`src/hdl/rss_consts.svh`:
```
// Reset sequencer constants: counts, bit positions and reset values
`ifndef RSS_CONSTS_SVH
`define RSS_CONSTS_SVH
`define RSS_WARMUP_CLKS   65536
`define RSS_CLKS_PER_MC   4
`define RSS_WDT_RST_MC    2
`define RSS_EXT_DET_MC    2
`define RSS_EXT_EXIT_MC   2
`define RSS_RESET_VECTOR  16'h0000
`define RSS_POR_BIT       6
`define RSS_WDT_FLAG_BIT  2
`define RSS_POR_RST       1'b1
`define RSS_WDT_FLAG_RST  1'b0
`define RSS_PIN_RST       1'b0
`endif

```
`src/hdl/rss_pkg.sv`:
```
// Types shared by the reset source sequencer
package rss_pkg;
  typedef enum logic [2:0] {
    ST_POWER_LOW,
    ST_WARMUP,
    ST_RUN,
    ST_WDT_HOLD,
    ST_EXT_HOLD,
    ST_EXT_EXIT,
    ST_OSC_FAIL
  } rss_state_e;

  typedef struct packed {
    logic watchdog_enable;
    logic watchdog_reset_enable;
    logic osc_fail_detect_enable;
    logic stop_mode;
  } rss_ctrl_s;

  typedef struct packed {
    logic por;
    logic watchdog_reset_flag;
  } rss_cause_s;
endpackage

```
`src/hdl/rss_reset_sequencer.sv`:
```
// Reset source sequencer: power, watchdog and external reset with cause flags
// What this block does
// - Hold reset while supply low, then 65536-clock warm-up
// - Every reset exit starts fetch at 0000h
// - Power-on or brownout sets power-on flag, bit 6
// - Supply drop re-enters reset, recovery repeats power-up
// - Watchdog time-out with watchdog and reset enable holds reset two machine cycles
// - Watchdog time-out with reset enable sets flag, bit 2
// - External reset needs two machine cycles high first
// - Hold while external high, exit two cycles after
// - No external flag; implied when both flags clear
// - External reset in stop mode uses full warm-up
// - Active-low reset output during every reset state
`timescale 1ns/10ps
`include "rss_consts.svh"
module rss_reset_sequencer #(
  parameter int unsigned WARMUP_CLKS = `RSS_WARMUP_CLKS,
  parameter int unsigned CLKS_PER_MC = `RSS_CLKS_PER_MC,
  parameter int unsigned WDT_RST_MC  = `RSS_WDT_RST_MC,
  parameter int unsigned EXT_DET_MC  = `RSS_EXT_DET_MC,
  parameter int unsigned EXT_EXIT_MC = `RSS_EXT_EXIT_MC
) (
  // Clock and reset
  input  wire logic                mclk,
  input  wire logic                reset,
  // Asynchronous pins
  input  wire logic                supply_ok_pin,
  input  wire logic                ext_reset_pin,
  // Core-side controls and events
  input  wire rss_pkg::rss_ctrl_s  ctrl,
  input  wire logic                wdt_timeout,
  input  wire logic                osc_fail,
  input  wire logic                clear_por,
  input  wire logic                clear_wdt_flag,
  // Reset outputs
  output logic                     cpu_reset,
  output logic                     reset_out_low_n,
  output logic                     osc_enable,
  output logic                     pc_load,
  output logic [15:0]              pc_vector,
  // Cause flags
  output rss_pkg::rss_cause_s      cause,
  output logic [7:0]               watchdog_control_reg
);
  import rss_pkg::*;

  localparam int WU_W = $clog2(WARMUP_CLKS + 1);
  localparam int DV_W = $clog2(CLKS_PER_MC + 1);
  localparam int HC_W = 4;
  localparam int WU_LAST   = WARMUP_CLKS - 1;
  localparam int WDT_LAST  = WDT_RST_MC * CLKS_PER_MC - 1;
  localparam int DET_CLKS  = EXT_DET_MC * CLKS_PER_MC;
  localparam int EXIT_MAX  = EXT_EXIT_MC * CLKS_PER_MC + 2;

  rss_state_e        state;
  rss_state_e        next_state;
  logic              supply_hi;
  logic              ext_hi;
  logic              ext_hi_d;
  logic [WU_W-1:0]   wu_cnt;
  logic [DV_W-1:0]   div_cnt;
  logic [HC_W-1:0]   hold_cnt;
  logic [HC_W-1:0]   ext_mc_cnt;
  logic              mc_tick;
  logic              div_clr;
  logic              ext_rise;
  logic              ext_det;
  logic              wdt_fire;
  logic              osc_fault;
  rss_cause_s        next_cause;

  function automatic logic in_reset(input rss_state_e st);
    in_reset = (st != ST_RUN);
  endfunction

  rss_pin_sync #(.RST_VAL(`RSS_PIN_RST)) u_supply_sync (
    .mclk  (mclk),
    .reset (reset),
    .pin   (supply_ok_pin),
    .level (supply_hi)
  );

  rss_pin_sync #(.RST_VAL(`RSS_PIN_RST)) u_ext_sync (
    .mclk  (mclk),
    .reset (reset),
    .pin   (ext_reset_pin),
    .level (ext_hi)
  );

  assign osc_fault = osc_fail && ctrl.osc_fail_detect_enable;
  assign wdt_fire  = wdt_timeout && ctrl.watchdog_enable && ctrl.watchdog_reset_enable;
  assign ext_rise  = ext_hi && !ext_hi_d;
  assign mc_tick   = (div_cnt == DV_W'(CLKS_PER_MC - 1));
  assign ext_det   = ext_hi && mc_tick && (ext_mc_cnt == HC_W'(EXT_DET_MC - 1));
  // Realign machine cycles on state change so hold times are exact
  assign div_clr   = (state != next_state) || ((state == ST_RUN) && ext_rise);

  always_comb
  begin
    next_state = state;
    unique case (state)
      ST_POWER_LOW:
        if (supply_hi)
          next_state = ST_WARMUP;
      ST_WARMUP:
        if (wu_cnt == WU_W'(WARMUP_CLKS - 1))
          next_state = ext_hi ? ST_EXT_HOLD : ST_RUN;
      ST_RUN:
        if (osc_fault)
          next_state = ST_OSC_FAIL;
        else if (ctrl.stop_mode && ext_hi)
          next_state = ST_WARMUP;
        else if (ext_det)
          next_state = ST_EXT_HOLD;
        else if (wdt_fire)
          next_state = ST_WDT_HOLD;
      ST_WDT_HOLD:
        if (mc_tick && (hold_cnt == HC_W'(WDT_RST_MC - 1)))
          next_state = ST_RUN;
      ST_EXT_HOLD:
        if (!ext_hi)
          next_state = ST_EXT_EXIT;
      ST_EXT_EXIT:
        if (ext_hi)
          next_state = ST_EXT_HOLD;
        else if (mc_tick && (hold_cnt == HC_W'(EXT_EXIT_MC - 1)))
          next_state = ST_RUN;
      ST_OSC_FAIL:
        if (!osc_fault)
          next_state = ST_WARMUP;
    endcase
    // Brownout overrides every other source
    if (!supply_hi)
      next_state = ST_POWER_LOW;
  end

  always_ff @(posedge mclk or posedge reset)
  begin
    if (reset)
      state <= ST_POWER_LOW;
    else
      state <= next_state;
  end

  always_ff @(posedge mclk or posedge reset)
  begin
    if (reset)
      ext_hi_d <= 1'b0;
    else
      ext_hi_d <= ext_hi;
  end

  // Warm-up counter; runs only while in warm-up
  always_ff @(posedge mclk or posedge reset)
  begin
    if (reset)
      wu_cnt <= '0;
    else if (state != ST_WARMUP || next_state != ST_WARMUP)
      wu_cnt <= '0;
    else
      wu_cnt <= wu_cnt + WU_W'(1);
  end

  // Machine-cycle divider
  always_ff @(posedge mclk or posedge reset)
  begin
    if (reset)
      div_cnt <= '0;
    else if (div_clr || mc_tick)
      div_cnt <= '0;
    else
      div_cnt <= div_cnt + DV_W'(1);
  end

  // Machine cycles spent in a timed hold state
  always_ff @(posedge mclk or posedge reset)
  begin
    if (reset)
      hold_cnt <= '0;
    else if (state != next_state)
      hold_cnt <= '0;
    else if (mc_tick)
      hold_cnt <= hold_cnt + HC_W'(1);
  end

  // Machine cycles that the external pin has stayed high while running
  always_ff @(posedge mclk or posedge reset)
  begin
    if (reset)
      ext_mc_cnt <= '0;
    else if (!ext_hi || state != ST_RUN || ext_rise)
      ext_mc_cnt <= '0;
    else if (mc_tick)
      ext_mc_cnt <= ext_mc_cnt + HC_W'(1);
  end

  // Only two cause flags exist; external reset is their absence
  always_comb
  begin
    next_cause = cause;
    if (state == ST_POWER_LOW)
      next_cause.por = 1'b1;
    else if (clear_por)
      next_cause.por = 1'b0;
    if (state == ST_RUN && next_state == ST_WDT_HOLD)
      next_cause.watchdog_reset_flag = 1'b1;
    else if (clear_wdt_flag)
      next_cause.watchdog_reset_flag = 1'b0;
  end

  // Flags sit outside the reset sequence so other resets keep them
  always_ff @(posedge mclk or posedge reset)
  begin
    if (reset)
    begin
      cause.por                 <= `RSS_POR_RST;
      cause.watchdog_reset_flag <= `RSS_WDT_FLAG_RST;
    end
    else
      cause <= next_cause;
  end

  always_ff @(posedge mclk or posedge reset)
  begin
    if (reset)
    begin
      watchdog_control_reg                <= 8'h00;
      watchdog_control_reg[`RSS_POR_BIT]  <= `RSS_POR_RST;
      watchdog_control_reg[`RSS_WDT_FLAG_BIT] <= `RSS_WDT_FLAG_RST;
    end
    else
    begin
      watchdog_control_reg                <= 8'h00;
      watchdog_control_reg[`RSS_POR_BIT]  <= next_cause.por;
      watchdog_control_reg[`RSS_WDT_FLAG_BIT] <= next_cause.watchdog_reset_flag;
    end
  end

  // Outputs are taken from the next state so they line up with it
  always_ff @(posedge mclk or posedge reset)
  begin
    if (reset)
    begin
      cpu_reset       <= 1'b1;
      reset_out_low_n <= 1'b0;
    end
    else
    begin
      cpu_reset       <= in_reset(next_state);
      reset_out_low_n <= !in_reset(next_state);
    end
  end

  // Oscillator stops in stop mode and while supply is low
  always_ff @(posedge mclk or posedge reset)
  begin
    if (reset)
      osc_enable <= 1'b0;
    else
      osc_enable <= !((next_state == ST_POWER_LOW) ||
                      (next_state == ST_RUN && ctrl.stop_mode));
  end

  always_ff @(posedge mclk or posedge reset)
  begin
    if (reset)
    begin
      pc_load   <= 1'b0;
      pc_vector <= `RSS_RESET_VECTOR;
    end
    else
    begin
      pc_load   <= in_reset(state) && !in_reset(next_state);
      pc_vector <= `RSS_RESET_VECTOR;
    end
  end

  // Helper counters for the checks below
  logic [WU_W-1:0] wu_len;
  logic [HC_W+DV_W-1:0] wdt_len;
  logic [15:0] ext_len;

  always_ff @(posedge mclk or posedge reset)
  begin
    if (reset)
    begin
      wu_len  <= '0;
      wdt_len <= '0;
      ext_len <= '0;
    end
    else
    begin
      wu_len  <= (state == ST_WARMUP) ? wu_len + WU_W'(1) : '0;
      wdt_len <= (state == ST_WDT_HOLD) ? wdt_len + (HC_W+DV_W)'(1) : '0;
      if (!ext_hi)
        ext_len <= '0;
      else if (ext_len != 16'hffff)
        ext_len <= ext_len + 16'h0001;
    end
  end
endmodule // rss_reset_sequencer

```
`src/hdl/rss_pin_sync.sv`:
```
// Three-stage pin synchroniser with agreement filter
`timescale 1ns/10ps
module rss_pin_sync #(
  parameter logic RST_VAL = 1'b0
) (
  // Clock and reset
  input  wire logic mclk,
  input  wire logic reset,
  // Pin and filtered level
  input  wire logic pin,
  output logic      level
);
  logic ff1;
  logic ff2;
  logic ff3;

  always_ff @(posedge mclk or posedge reset)
  begin
    if (reset)
    begin
      ff1 <= 1'b0;
      ff2 <= 1'b0;
      ff3 <= 1'b0;
    end
    else
    begin
      ff1 <= pin;
      ff2 <= ff1;
      ff3 <= ff2;
    end
  end

  // Level moves only once the last two stages agree
  always_ff @(posedge mclk or posedge reset)
  begin
    if (reset)
      level <= RST_VAL;
    else if (ff2 == ff3)
      level <= ff3;
  end
endmodule // rss_pin_sync

```
`config.mk`:
```
export PLATFORM = sky130hd
export DESIGN_NAME = rss_reset_sequencer
export DESIGN_NICKNAME = d
export VERILOG_FILES = /design/src/hdl/rss_pkg.sv /design/src/hdl/rss_reset_sequencer.sv /design/src/hdl/rss_pin_sync.sv
export VERILOG_INCLUDE_DIRS = /design/src /design/src/hdl
export SDC_FILE = /design/constraint.sdc
export NUM_CORES = 1
export LEC_CHECK = 0
export ABC_CLOCK_PERIOD_IN_PS = 3200
export BUFFER_PORTS_ARGS = -buffer_cell sky130_fd_sc_hd__buf_2
export CAP_MARGIN = 0
export CORE_MARGIN = 5
export CORE_UTILIZATION = 58
export CTS_BUF_LIST = sky130_fd_sc_hd__clkbuf_8
export CTS_CLUSTER_SIZE = 16
export DETAILED_ROUTE_END_ITERATION = 10
export MAX_ROUTING_LAYER = met4
export PLACE_DENSITY = 0.93
export SLEW_MARGIN = 25
export SYNTH_ARGS = -nofsm -noshare
export SYNTH_HDL_FRONTEND = slang
export SYNTH_SLANG_ARGS = --single-unit
```
`constraint.sdc`:
```
create_clock -name mclk -period 3.2 [get_ports mclk]
set_clock_uncertainty 0.1 [all_clocks]
set_input_delay 0.48 -clock mclk [delete_from_list [all_inputs] [get_ports mclk]]
set_output_delay 0.48 -clock mclk [all_outputs]
set_load 0.02 [all_outputs]
```
# After elaboration in Yosys (flattened, before gate mapping)
# Index checks and enable logic that the tools add are counted.
word_totals:
  register_bits: 48
  latchBits: 0
  mem_bits_rw: 0
  mem_bits_ro: 0
  in_bits: 12
  out_inout_bits: 30
  word_cells: 92
  memories: 0
op_classes:
  add_sub_neg: 4
  mul: 0
  div: 0
  magnitude_cmp: 0
  eq_ne: 19
  shifts: 0
  mux: 22
  n_bitwise: 0
  reduce_logical: 26
op_table:
  columns: ["cell", "count"]
  rows:
  - ["3-bit 2-to-1 mux", 12]
  - ["3-bit case mux with 7 select lines", 1]
  - ["17-bit by 1-bit adder with 17-bit output, second input constant", 1]
  - ["17-bit by 16-bit equality test with 1-bit output, second input constant", 1]
  - ["17-bit 2-to-1 mux", 1]
  - ["4-bit 2-to-1 mux", 4]
  - ["3-bit by 2-bit equality test with 1-bit output, second input constant", 5]
  - ["1-bit logical AND", 12]
  - ["3-bit equality test, second input constant", 3]
  - ["4-bit by 1-bit adder with 4-bit output, second input constant", 2]
  - ["4-bit by 1-bit equality test with 1-bit output, second input constant", 2]
  - ["3-bit logical NOT", 2]
  - ["1-bit logical OR", 6]
  - ["3-bit by 1-bit inequality test with 1-bit output, second input constant", 2]
  - ["3-bit by 2-bit inequality test with 1-bit output, second input constant", 2]
  - ["1-bit logical NOT", 4]
  - ["1-bit 2-to-1 mux", 4]
  - ["2-bit nonzero test", 2]
  - ["3-bit by 1-bit adder with 3-bit output, second input constant", 1]
  - ["3-bit by 1-bit equality test with 1-bit output, second input constant", 1]
  - ["3-bit inequality test", 1]
  - ["1-bit equality test", 2]

# Depth between registers and ports, before layout
# Gate-level depths: netlist of run 1.
logic_depth:
  ltp_word: 12
  ltp_mapped: 11

# Hierarchy
# From an unflattened synthesis of run 1, not the netlist that was laid out.
unflattened:
  cells_unflattened: 249
  area_unflattened_um2: 2541.2
modules_own_cells:
  columns: ["mod", "instances", "cells_each", "area_each_um2"]
  rows:
  - ["rss_reset_sequencer", 1, 237, 2311.0]
  - ["rss_pin_sync", 2, 6, 115.1]

# Worst setup path before layout of run 1
# OpenSTA, ideal clock, no wires.
synth_timing:
  path_type: "reg-to-reg"
  start: "reg wu_cnt[7]"
  end: "reg cpu_reset"
  arrival_ns: 2.220
  slack_ns: 0.792
  path_stages_with_launch: 11
  path_buffers: 0
  cell_sequence: "dfrtp_1 -> and4_1 -> nand4_1 -> nor2_1 -> and3_1 -> ha_1 -> nor2b_1 -> o22ai_1 -> o21ai_1 -> a41oi_1 -> or3_1"
synth_via:
  elab_chain_cells: 5
synth_rtl:
  columns: ["item", "line_no", "text"]
  rows:
  - ["start: declaration", "rss_reset_sequencer.sv:60", "logic [WU_W-1:0] wu_cnt;"]
  - ["start signal: assignment", "rss_reset_sequencer.sv:161", "wu_cnt <= wu_cnt + WU_W'(1);"]
  - ["17-bit by 16-bit equality test with 1-bit output", "rss_reset_sequencer.sv:106", "if (wu_cnt == WU_W'(WARMUP_CLKS - 1))"]
  - ["3-bit 2-to-1 mux", "rss_reset_sequencer.sv:106", null]
  - ["3-bit case mux with 7 select lines", "rss_reset_sequencer.sv:101", "unique case (state)"]
  - ["3-bit 2-to-1 mux", "rss_reset_sequencer.sv:133", "if (!supply_hi)"]
  - ["3-bit by 2-bit inequality test with 1-bit output", "rss_reset_sequencer.sv:73", "in_reset = (st != ST_RUN);"]
  - ["end signal: assignment", "rss_reset_sequencer.sv:249", "cpu_reset <= in_reset(next_state);"]
  - ["end: declaration", "rss_reset_sequencer.sv:36", "output logic cpu_reset,"]
# No other way between the ends.
# A chain may end at the register's enable or synchronous reset.

# Final worst setup path of run 1
# Ends and elaborated chain as after synthesis.

==> impl_metrics.py, run 1 <==
metrics = {
    "clocking": {
        "clk_path_buf_depth": 2,
        "cts_buffers": 5,
        "tritoncts": "done",
        "cts_resized": 0,
        "cts_sinks": 46,
        "cts_hold_buffers": 0,
        "clock_latency_ns": 0.29,
        "h-tree-depth": 2,
        "root_buffer": "clkbuf_8",
        "clkTransAtPathRegs_ns": 0.08,
        "cts_post_setup_buffers_inserted": 0,
    },
    "floorplanning": {
        "initial_core_util_pct": 59.9,
        "rows": 24,
        "die-area_um2": 5940,
        "die_h_um": 77.1,
        "coreArea_um2": 4350,
        "io_pins": 42,
        "die_x_um": 77.1,
    },
    "global_route": {
        "overflow": 0,
        "track_usage_pct": 17.4,
        "antenna_found_initial": 0,
        "grt_max_degree": 29,
        "grt_pass1_wl_mm": 8.25,
        "grt_pass1_vias": 1828,
    },
    "detailed_routing": {
        "wl_mm": 4.79,
        "wire_per_inst_um": 14.4,
        "drtPass1Iterations": 4,
        "vias": 1880,
        "drc_errors": 0,
        "vias_per_cell": 5.66,
        "drtIter0Drc": 224,
        "drtAntennaViolNets": 0,
    },
    "cells_and_area": {
        "layout-drive-gt1-share_pct": 16.4,
        "fin_util_pct": 62.0,
        "area_delta_synth_final_pct": 3.60,
        "nets": 300,
        "regMostFlops": "wu_cnt",
        "largest_registers": "wu_cnt x17, ext_mc_cnt x4, hold_cnt x4",
        "largest_register_ffs": 17,
        "diodes": 0,
    },
    "logic_synthesis": {
        "synth-edff-count": 0,
        "syn_inst": 264,
        "synth_compound_area_share_pct": 11.9,
        "synth_top_area_share_pct": 42.2,
        "synth-simple-area-share_pct": 20.7,
        "synth_common_cells": "44 x dfrtp_1, 27 x buf_4, 23 x nor2_1",
        "synth_top_family_by_area": "simple AND/OR/NAND/NOR gates",
        "synth_area_leader_cell": "dfrtp_1",
        "synth_cell_types": 60,
        "synth-seq-cells": 46,
        "synthXorXnorAreaFrac_pct": 6.05,
        "synthArstFlopShare_pct": 100,
        "syn-cell-area_um2": 2610,
        "ys.flop_type": "dfrtp_1",
        "synthAdderAreaFrac_pct": 5.09,
        "synth.area.top_cells": "dfrtp_1 42%, buf_4 7.8%, ha_1 4.3%",
        "synth.area.mux_share_pct": 0,
        "ys_seq_area_share_pct": 44.2,
        "yosysWarnings": 0,
        "yosysMostFrequentCell": "dfrtp_1",
        "syn_avg_cell_area_um2": 9.88,
    },
    "timing": {
        "min_period_over_period_pct": 85.6,
        "worst_pin_slew_ns": 0.590,
        "layout_setup_ws_ns": 0.459,
        "hold_violations": 0,
        "drv_slew": 0,
        "tns_ns": 0,
        "timing.final.crit_period_ns": 2.74,
        "setup_violations": 0,
        "fmax_ghz": 0.365,
        "rsz0062_at_grt": "no",
        "max_slew_margin_pct": 60.6,
    },
    "worst_setup_path": {
        "cp_max_fo": 7,
        "cp-start-kind": "flop",
        "path_class": "reg -> reg",
        "crit_required_ns": 3.31,
        "endpoint_kind": "flop",
        "worstPathArrival_ns": 2.85,
    },
    "placed_design": {
        "gp_congestion": 0.924,
        "io_buffers": 19,
        "place_ws_ns": 0.527,
        "hpwl_mm": 3.50,
    },
    "power_and_ir_drop": {
        "powerDensity_nw_per_um2": 452,
        "ir_worst_vdd_uv": 267,
        "power_w": 0.00122,
        "p_leak_nw": 1.24,
    },
    "status": {
        "status": "finished clean",
    },
    "job": {
        "cap_violations": 0,
    },
    "hold_path": {
        "hold_path.class": "in -> async",
    },
}
[worst max-delay path, cell delays in order, from the launching register on]
cell and delay [ns]:
dfrtp_1 0.44, and4_1 0.26, nand4_1 0.13, nor2_1 0.17, and3_1 0.18, ha_1 0.25
nor2b_1 0.26, o22ai_1 0.12, o21ai_1 0.11, a41oi_1 0.22, or3_1 0.42
[area by class of cell]
class                   count  area [um2]
multi-input cells         189        1220
repair buffers             20         103
fillers                   356        1650
flip-flops and latches     46        1150
well taps                  52        65.1
clock buffers               6        82.6
inverters                  17        63.8
clock inverters             2        8.76
[per-stage QoR]
step,cell area (um2),std cells,hold slack [ns]
after CTS,2700,332,0.181
after floorplan,2690,285,0.231
after global routing,2700,332,0.169
after detailed placement,2610,324,0.236
after global placement,2610,324,0.232
final,2700,332,0.132
[worst paths after layout]
path	startpoint	to	slack [ns]	cells after the start
max in group asynchronous	reset	hold_cnt[1]	2.21	3
min in group mclk	ext_reset_pin	u_ext_sync.ff1	0.19	1
max	wu_cnt[7]	cpu_reset	0.46	10
min	reset	u_supply_sync.ff3	0.13	2
min reg2reg	u_ext_sync.ff1	u_ext_sync.ff2	0.25	0
max reg2reg	wu_cnt[7]	cpu_reset	0.46	10
[report_power, final]
group / total [W] / internal (W) / switching [W]
clock network: 0.000350 / 0.000171 / 0.000179
registers: 0.000660 / 0.000620 / 0.0000400
logic: 0.000210 / 0.0000744 / 0.000135
total: 0.00122 / 0.000866 / 0.000354
[kinds of logic (layout without fill, tap and decap cells)]
logic type                 Yosys count  count (layout)
AOI/OAI and AO/OA                   40              40
xor gates and xnor gates            18              18
adders and majority gates           11              11
buffers and inverters               50              45
DFF                                 46              46
other                                1              22
and+or+nand+nor                     98              98
[per-layer routing]
metal / track usage, % / vias up / share of wire [%]
met5: - / - / 0
met4: 5.50 / 0 / 1.5
met3: 4.22 / 7 / 7.4
met2: 28.5 / 68 / 48
met1: 21.4 / 902 / 43
li1: - / 903 / -
[placed cells by master, fill, tap and decap left out, types with 2 or more instances in the layout]
master     Yosys  layout
buf_2          3      19
o211ai_1       4       4
nor2_1        23      23
o2111ai_1      2       2
ha_1           9       9
nor3_1        10      10
inv_2          1       2
a21oi_1        6       6
conb_1         1      22
nand2_1       19      19
dfstp_2        2       2
or3_1          3       3
maj3_1         2       2
o21ai_0        4       4
nand3_1       11      11
inv_1         16      16
nand4_1        7       7
xor2_1        11      11
nor2b_1        5       5
nand2b_1       3       3
a211oi_1       2       2
dfrtp_1       44      44
and3_1         4       4
xnor2_1        7       7
clkbuf_8       0       6
and4_1         3       3
No activity file was read; power rests on OpenSTA's default activity.
==> inputs of run 2 (changes only) <==
--- a/config.mk
+++ b/config.mk
@@ -6,7 +6,8 @@
 export SDC_FILE = /design/constraint.sdc
 export NUM_CORES = 1
 export LEC_CHECK = 0
-export ABC_CLOCK_PERIOD_IN_PS = 3200
+export ABC_AREA = 1
+export ABC_CLOCK_PERIOD_IN_PS = 2800
 export BUFFER_PORTS_ARGS = -buffer_cell sky130_fd_sc_hd__buf_2
 export CAP_MARGIN = 0
 export CORE_MARGIN = 5
@@ -15,7 +16,7 @@
 export CTS_CLUSTER_SIZE = 16
 export DETAILED_ROUTE_END_ITERATION = 10
 export MAX_ROUTING_LAYER = met4
-export PLACE_DENSITY = 0.93
+export PLACE_DENSITY = 0.94
 export SLEW_MARGIN = 25
 export SYNTH_ARGS = -nofsm -noshare
 export SYNTH_HDL_FRONTEND = slang
==> constraint.sdc (replaced) <==
create_clock -name mclk -period 2.8 [get_ports mclk]
set_clock_uncertainty 0.1 [all_clocks]
set_input_delay 0.42 -clock mclk [delete_from_list [all_inputs] [get_ports mclk]]
set_output_delay 0.42 -clock mclk [all_outputs]
set_load 0.02 [all_outputs]
==> impl_metrics.py, run 2 <==
metrics = {
    "status": {
        "status": "finished, violations left",
        "violations": "negative setup slack",
    },
    "detailed_routing": {
        "drc_errors": 0,
        "vias": 1914,
        "drtAntennaViolNets": 0,
        "vias_per_cell": 5.22,
        "wire_per_inst_um": 14.1,
        "drtPass1Iterations": 4,
        "drtIter0Drc": 170,
        "wl_mm": 5.19,
    },
    "timing": {
        "hold_violations": 0,
        "min_period_over_period_pct": 106,
        "layout_setup_ws_ns": -0.168,
        "timing.final.crit_period_ns": 2.97,
        "worst_pin_slew_ns": 0.543,
        "drv_slew": 0,
        "setup_violations": 27,
        "fmax_ghz": 0.337,
        "tns_ns": -2.30,
        "rsz0062_at_grt": "yes",
        "max_slew_margin_pct": 63.8,
    },
    "hold_path": {
        "hold_path.class": "in -> reg",
        "min_to": "u_ext_sync.ff1",
        "min-delay-start": "ext_reset_pin",
        "min_path_cells": 1,
    },
    "worst_setup_path": {
        "cp_max_fo": 4,
        "critPathLaunch": "wu_cnt[1]",
        "worstReg2RegEnd": "hold_cnt[2]",
        "r2r_slack_ns": -0.17,
        "reg2reg_depth": 18,
        "worstPathArrival_ns": 3.10,
        "crit_required_ns": 2.93,
        "endpoint_kind": "flop",
        "r2r_start": "wu_cnt[1]",
        "cp-start-kind": "flop",
        "path_class": "reg -> reg",
    },
    "clocking": {
        "clk_path_buf_depth": 2,
        "h-tree-depth": 2,
        "cts_buffers": 5,
        "root_buffer": "clkbuf_8",
        "tritoncts": "done",
        "clock_latency_ns": 0.31,
        "cts_sinks": 46,
        "cts_hold_buffers": 0,
        "clkTransAtPathRegs_ns": 0.08,
    },
    "logic_synthesis": {
        "synth_area_leader_cell": "dfrtp_1",
        "ys.flop_type": "dfrtp_1",
        "yosysMostFrequentCell": "nand2_1",
        "syn-cell-area_um2": 2520,
        "synth-edff-count": 0,
        "synth_cell_types": 34,
        "syn_avg_cell_area_um2": 8.88,
        "synth.area.top_cells": "dfrtp_1 44%, nand2_1 8.3%, buf_4 7.4%",
        "synthArstFlopShare_pct": 100,
        "synth_top_area_share_pct": 43.7,
        "synth-seq-cells": 46,
        "synth_common_cells": "56 x nand2_1, 44 x dfrtp_1, 31 x nor2_1",
        "ys_seq_area_share_pct": 45.7,
        "yosysWarnings": 0,
        "syn_inst": 284,
    },
    "floorplanning": {
        "io_pins": 42,
        "die_x_um": 75.9,
        "rows": 24,
        "die_h_um": 75.9,
        "initial_core_util_pct": 58.7,
        "coreArea_um2": 4290,
        "die-area_um2": 5770,
    },
    "global_route": {
        "antenna_found_initial": 0,
        "track_usage_pct": 16.4,
        "overflow": 0,
        "grt_pass1_vias": 1780,
        "grt_pass1_wl_mm": 7.59,
        "grt_max_degree": 47,
    },
    "cells_and_area": {
        "area_delta_synth_final_pct": 12.0,
        "final_common_cell": "nand2_1",
        "layout-drive-gt1-share_pct": 26.7,
        "largest_registers": "wu_cnt x17, ext_mc_cnt x4, hold_cnt x4",
        "regMostFlops": "wu_cnt",
        "nets": 335,
        "diodes": 0,
        "final_cells": 367,
        "largest_register_ffs": 17,
        "final_cell_mix": "52 x nand2_1, 44 x dfrtp_1, 26 x inv_1, 26 x nor2_1, 22 x conb_1",
    },
    "power_and_ir_drop": {
        "clock_power_share_pct": 28.4,
        "p_leak_nw": 1.36,
        "power.switching_w": 0.000456,
        "p_comb_share_pct": 19.8,
        "p_int_w": 0.000973,
        "powerDensity_nw_per_um2": 506,
        "power_frac_seq_pct": 51.8,
        "switching_share_pct": 31.9,
        "ir_worst_vdd_uv": 492,
    },
    "placed_design": {
        "gp_congestion": 0.880,
        "hpwl_mm": 3.07,
        "dp_cells": 349,
        "io_buffers": 19,
    },
    "job": {
        "cap_violations": 0,
    },
}
-- run 2: cell families after synthesis --
kind of cell	count (synthesis)	synth area share (%)
and+or+nand+nor	139	27.2
buffers and inverters	61	14.4
DFF	46	45.7
AOI/OAI and AO/OA	14	3.13
xor gates and xnor gates	12	4.17
adders and majority gates	11	5.26
other	1	0.149
-- run 2: critical path, stage by stage, from the launching register on --
cell and delay (ns):
dfrtp_1 0.45, ha_4 0.20, nand3_4 0.09, nor3_4 0.19, nand4_1 0.16, nor3_2 0.20
nand3_1 0.12, nor2_1 0.14, ha_2 0.21, nand2_1 0.05, o21ai_0 0.08, nor2_1 0.07
a21oi_1 0.15, nand2_1 0.12, nand2_2 0.09, nand2_1 0.08, nand2_2 0.14, nand3_4 0.11
nor2_1 0.12
-- run 2: power groups by stage --
| stage | clock network [W] | logic, W | registers (W) |
|---|---|---|---|
| after global routing | 0.000451 | 0.000316 | 0.000744 |
| after detailed placement | 0 | 0.000219 | 0.000750 |
| after global placement | 0 | 0.000211 | 0.000747 |
| after CTS | 0.000413 | 0.000229 | 0.000736 |
| final | 0.000406 | 0.000283 | 0.000739 |
| after floorplan | 0 | 0.000206 | 0.000746 |
-- run 2: area by class of cell --
type                       instances  area, um2
clock buffer                       5       68.8
inverter                          32        130
clock inverter                     3       21.3
tap                               52       65.1
sequential                        46       1150
multi-input combinational        200       1210
fill                             304       1470
timing repair buffer              29        170
-- run 2: metal layers --
layer | GRT usage (%) | vias to the layer above | part of all wire [%]
li1 | - | 908 | -
met1 | 19.2 | 901 | 37
met2 | 26.1 | 88 | 52
met3 | 4.98 | 17 | 7.4
met4 | 6.94 | 0 | 3.0
met5 | - | - | 0
-- run 2: timing repair --
| action | CTS | global route |
|---|---|---|
| gates cloned | 0 | 2 |
| pin swaps | 2 | 20 |
| setup endpoints to repair | 24 | 30 |
| endpoints found under the hold margin | 0 | 0 |
| gates resized for setup | 4 | 19 |
| buffers inserted | 2 | 6 |
-- run 2: worst max-delay path by stage --
stage               cells after the start           to  slack (ns)
global route                           18   div_cnt[0]       -0.36
global placement                       19    wu_cnt[4]        0.09
finish                                 18  hold_cnt[2]       -0.17
floorplan                              20   wu_cnt[13]        0.21
detailed placement                     19   wu_cnt[12]       -0.02
CTS                                    20   div_cnt[1]       0.004
-- run 2: per-stage QoR --
step | instance area (um2) | total power, W | hold slack [ns] | utilization [%] | setup WS, ns
final | 2820 | 0.00143 | 0.119 | 65.8 | -0.168
after global placement | 2540 | 0.000957 | 0.234 | 59.2 | 0.0900
after detailed placement | 2540 | 0.000970 | 0.246 | 59.2 | -0.0191
after global routing | 2820 | 0.00151 | 0.0918 | 65.8 | -0.357
after CTS | 2670 | 0.00138 | 0.112 | 62.1 | 0.00375
after floorplan | 2600 | 0.000952 | 0.231 | - | 0.206
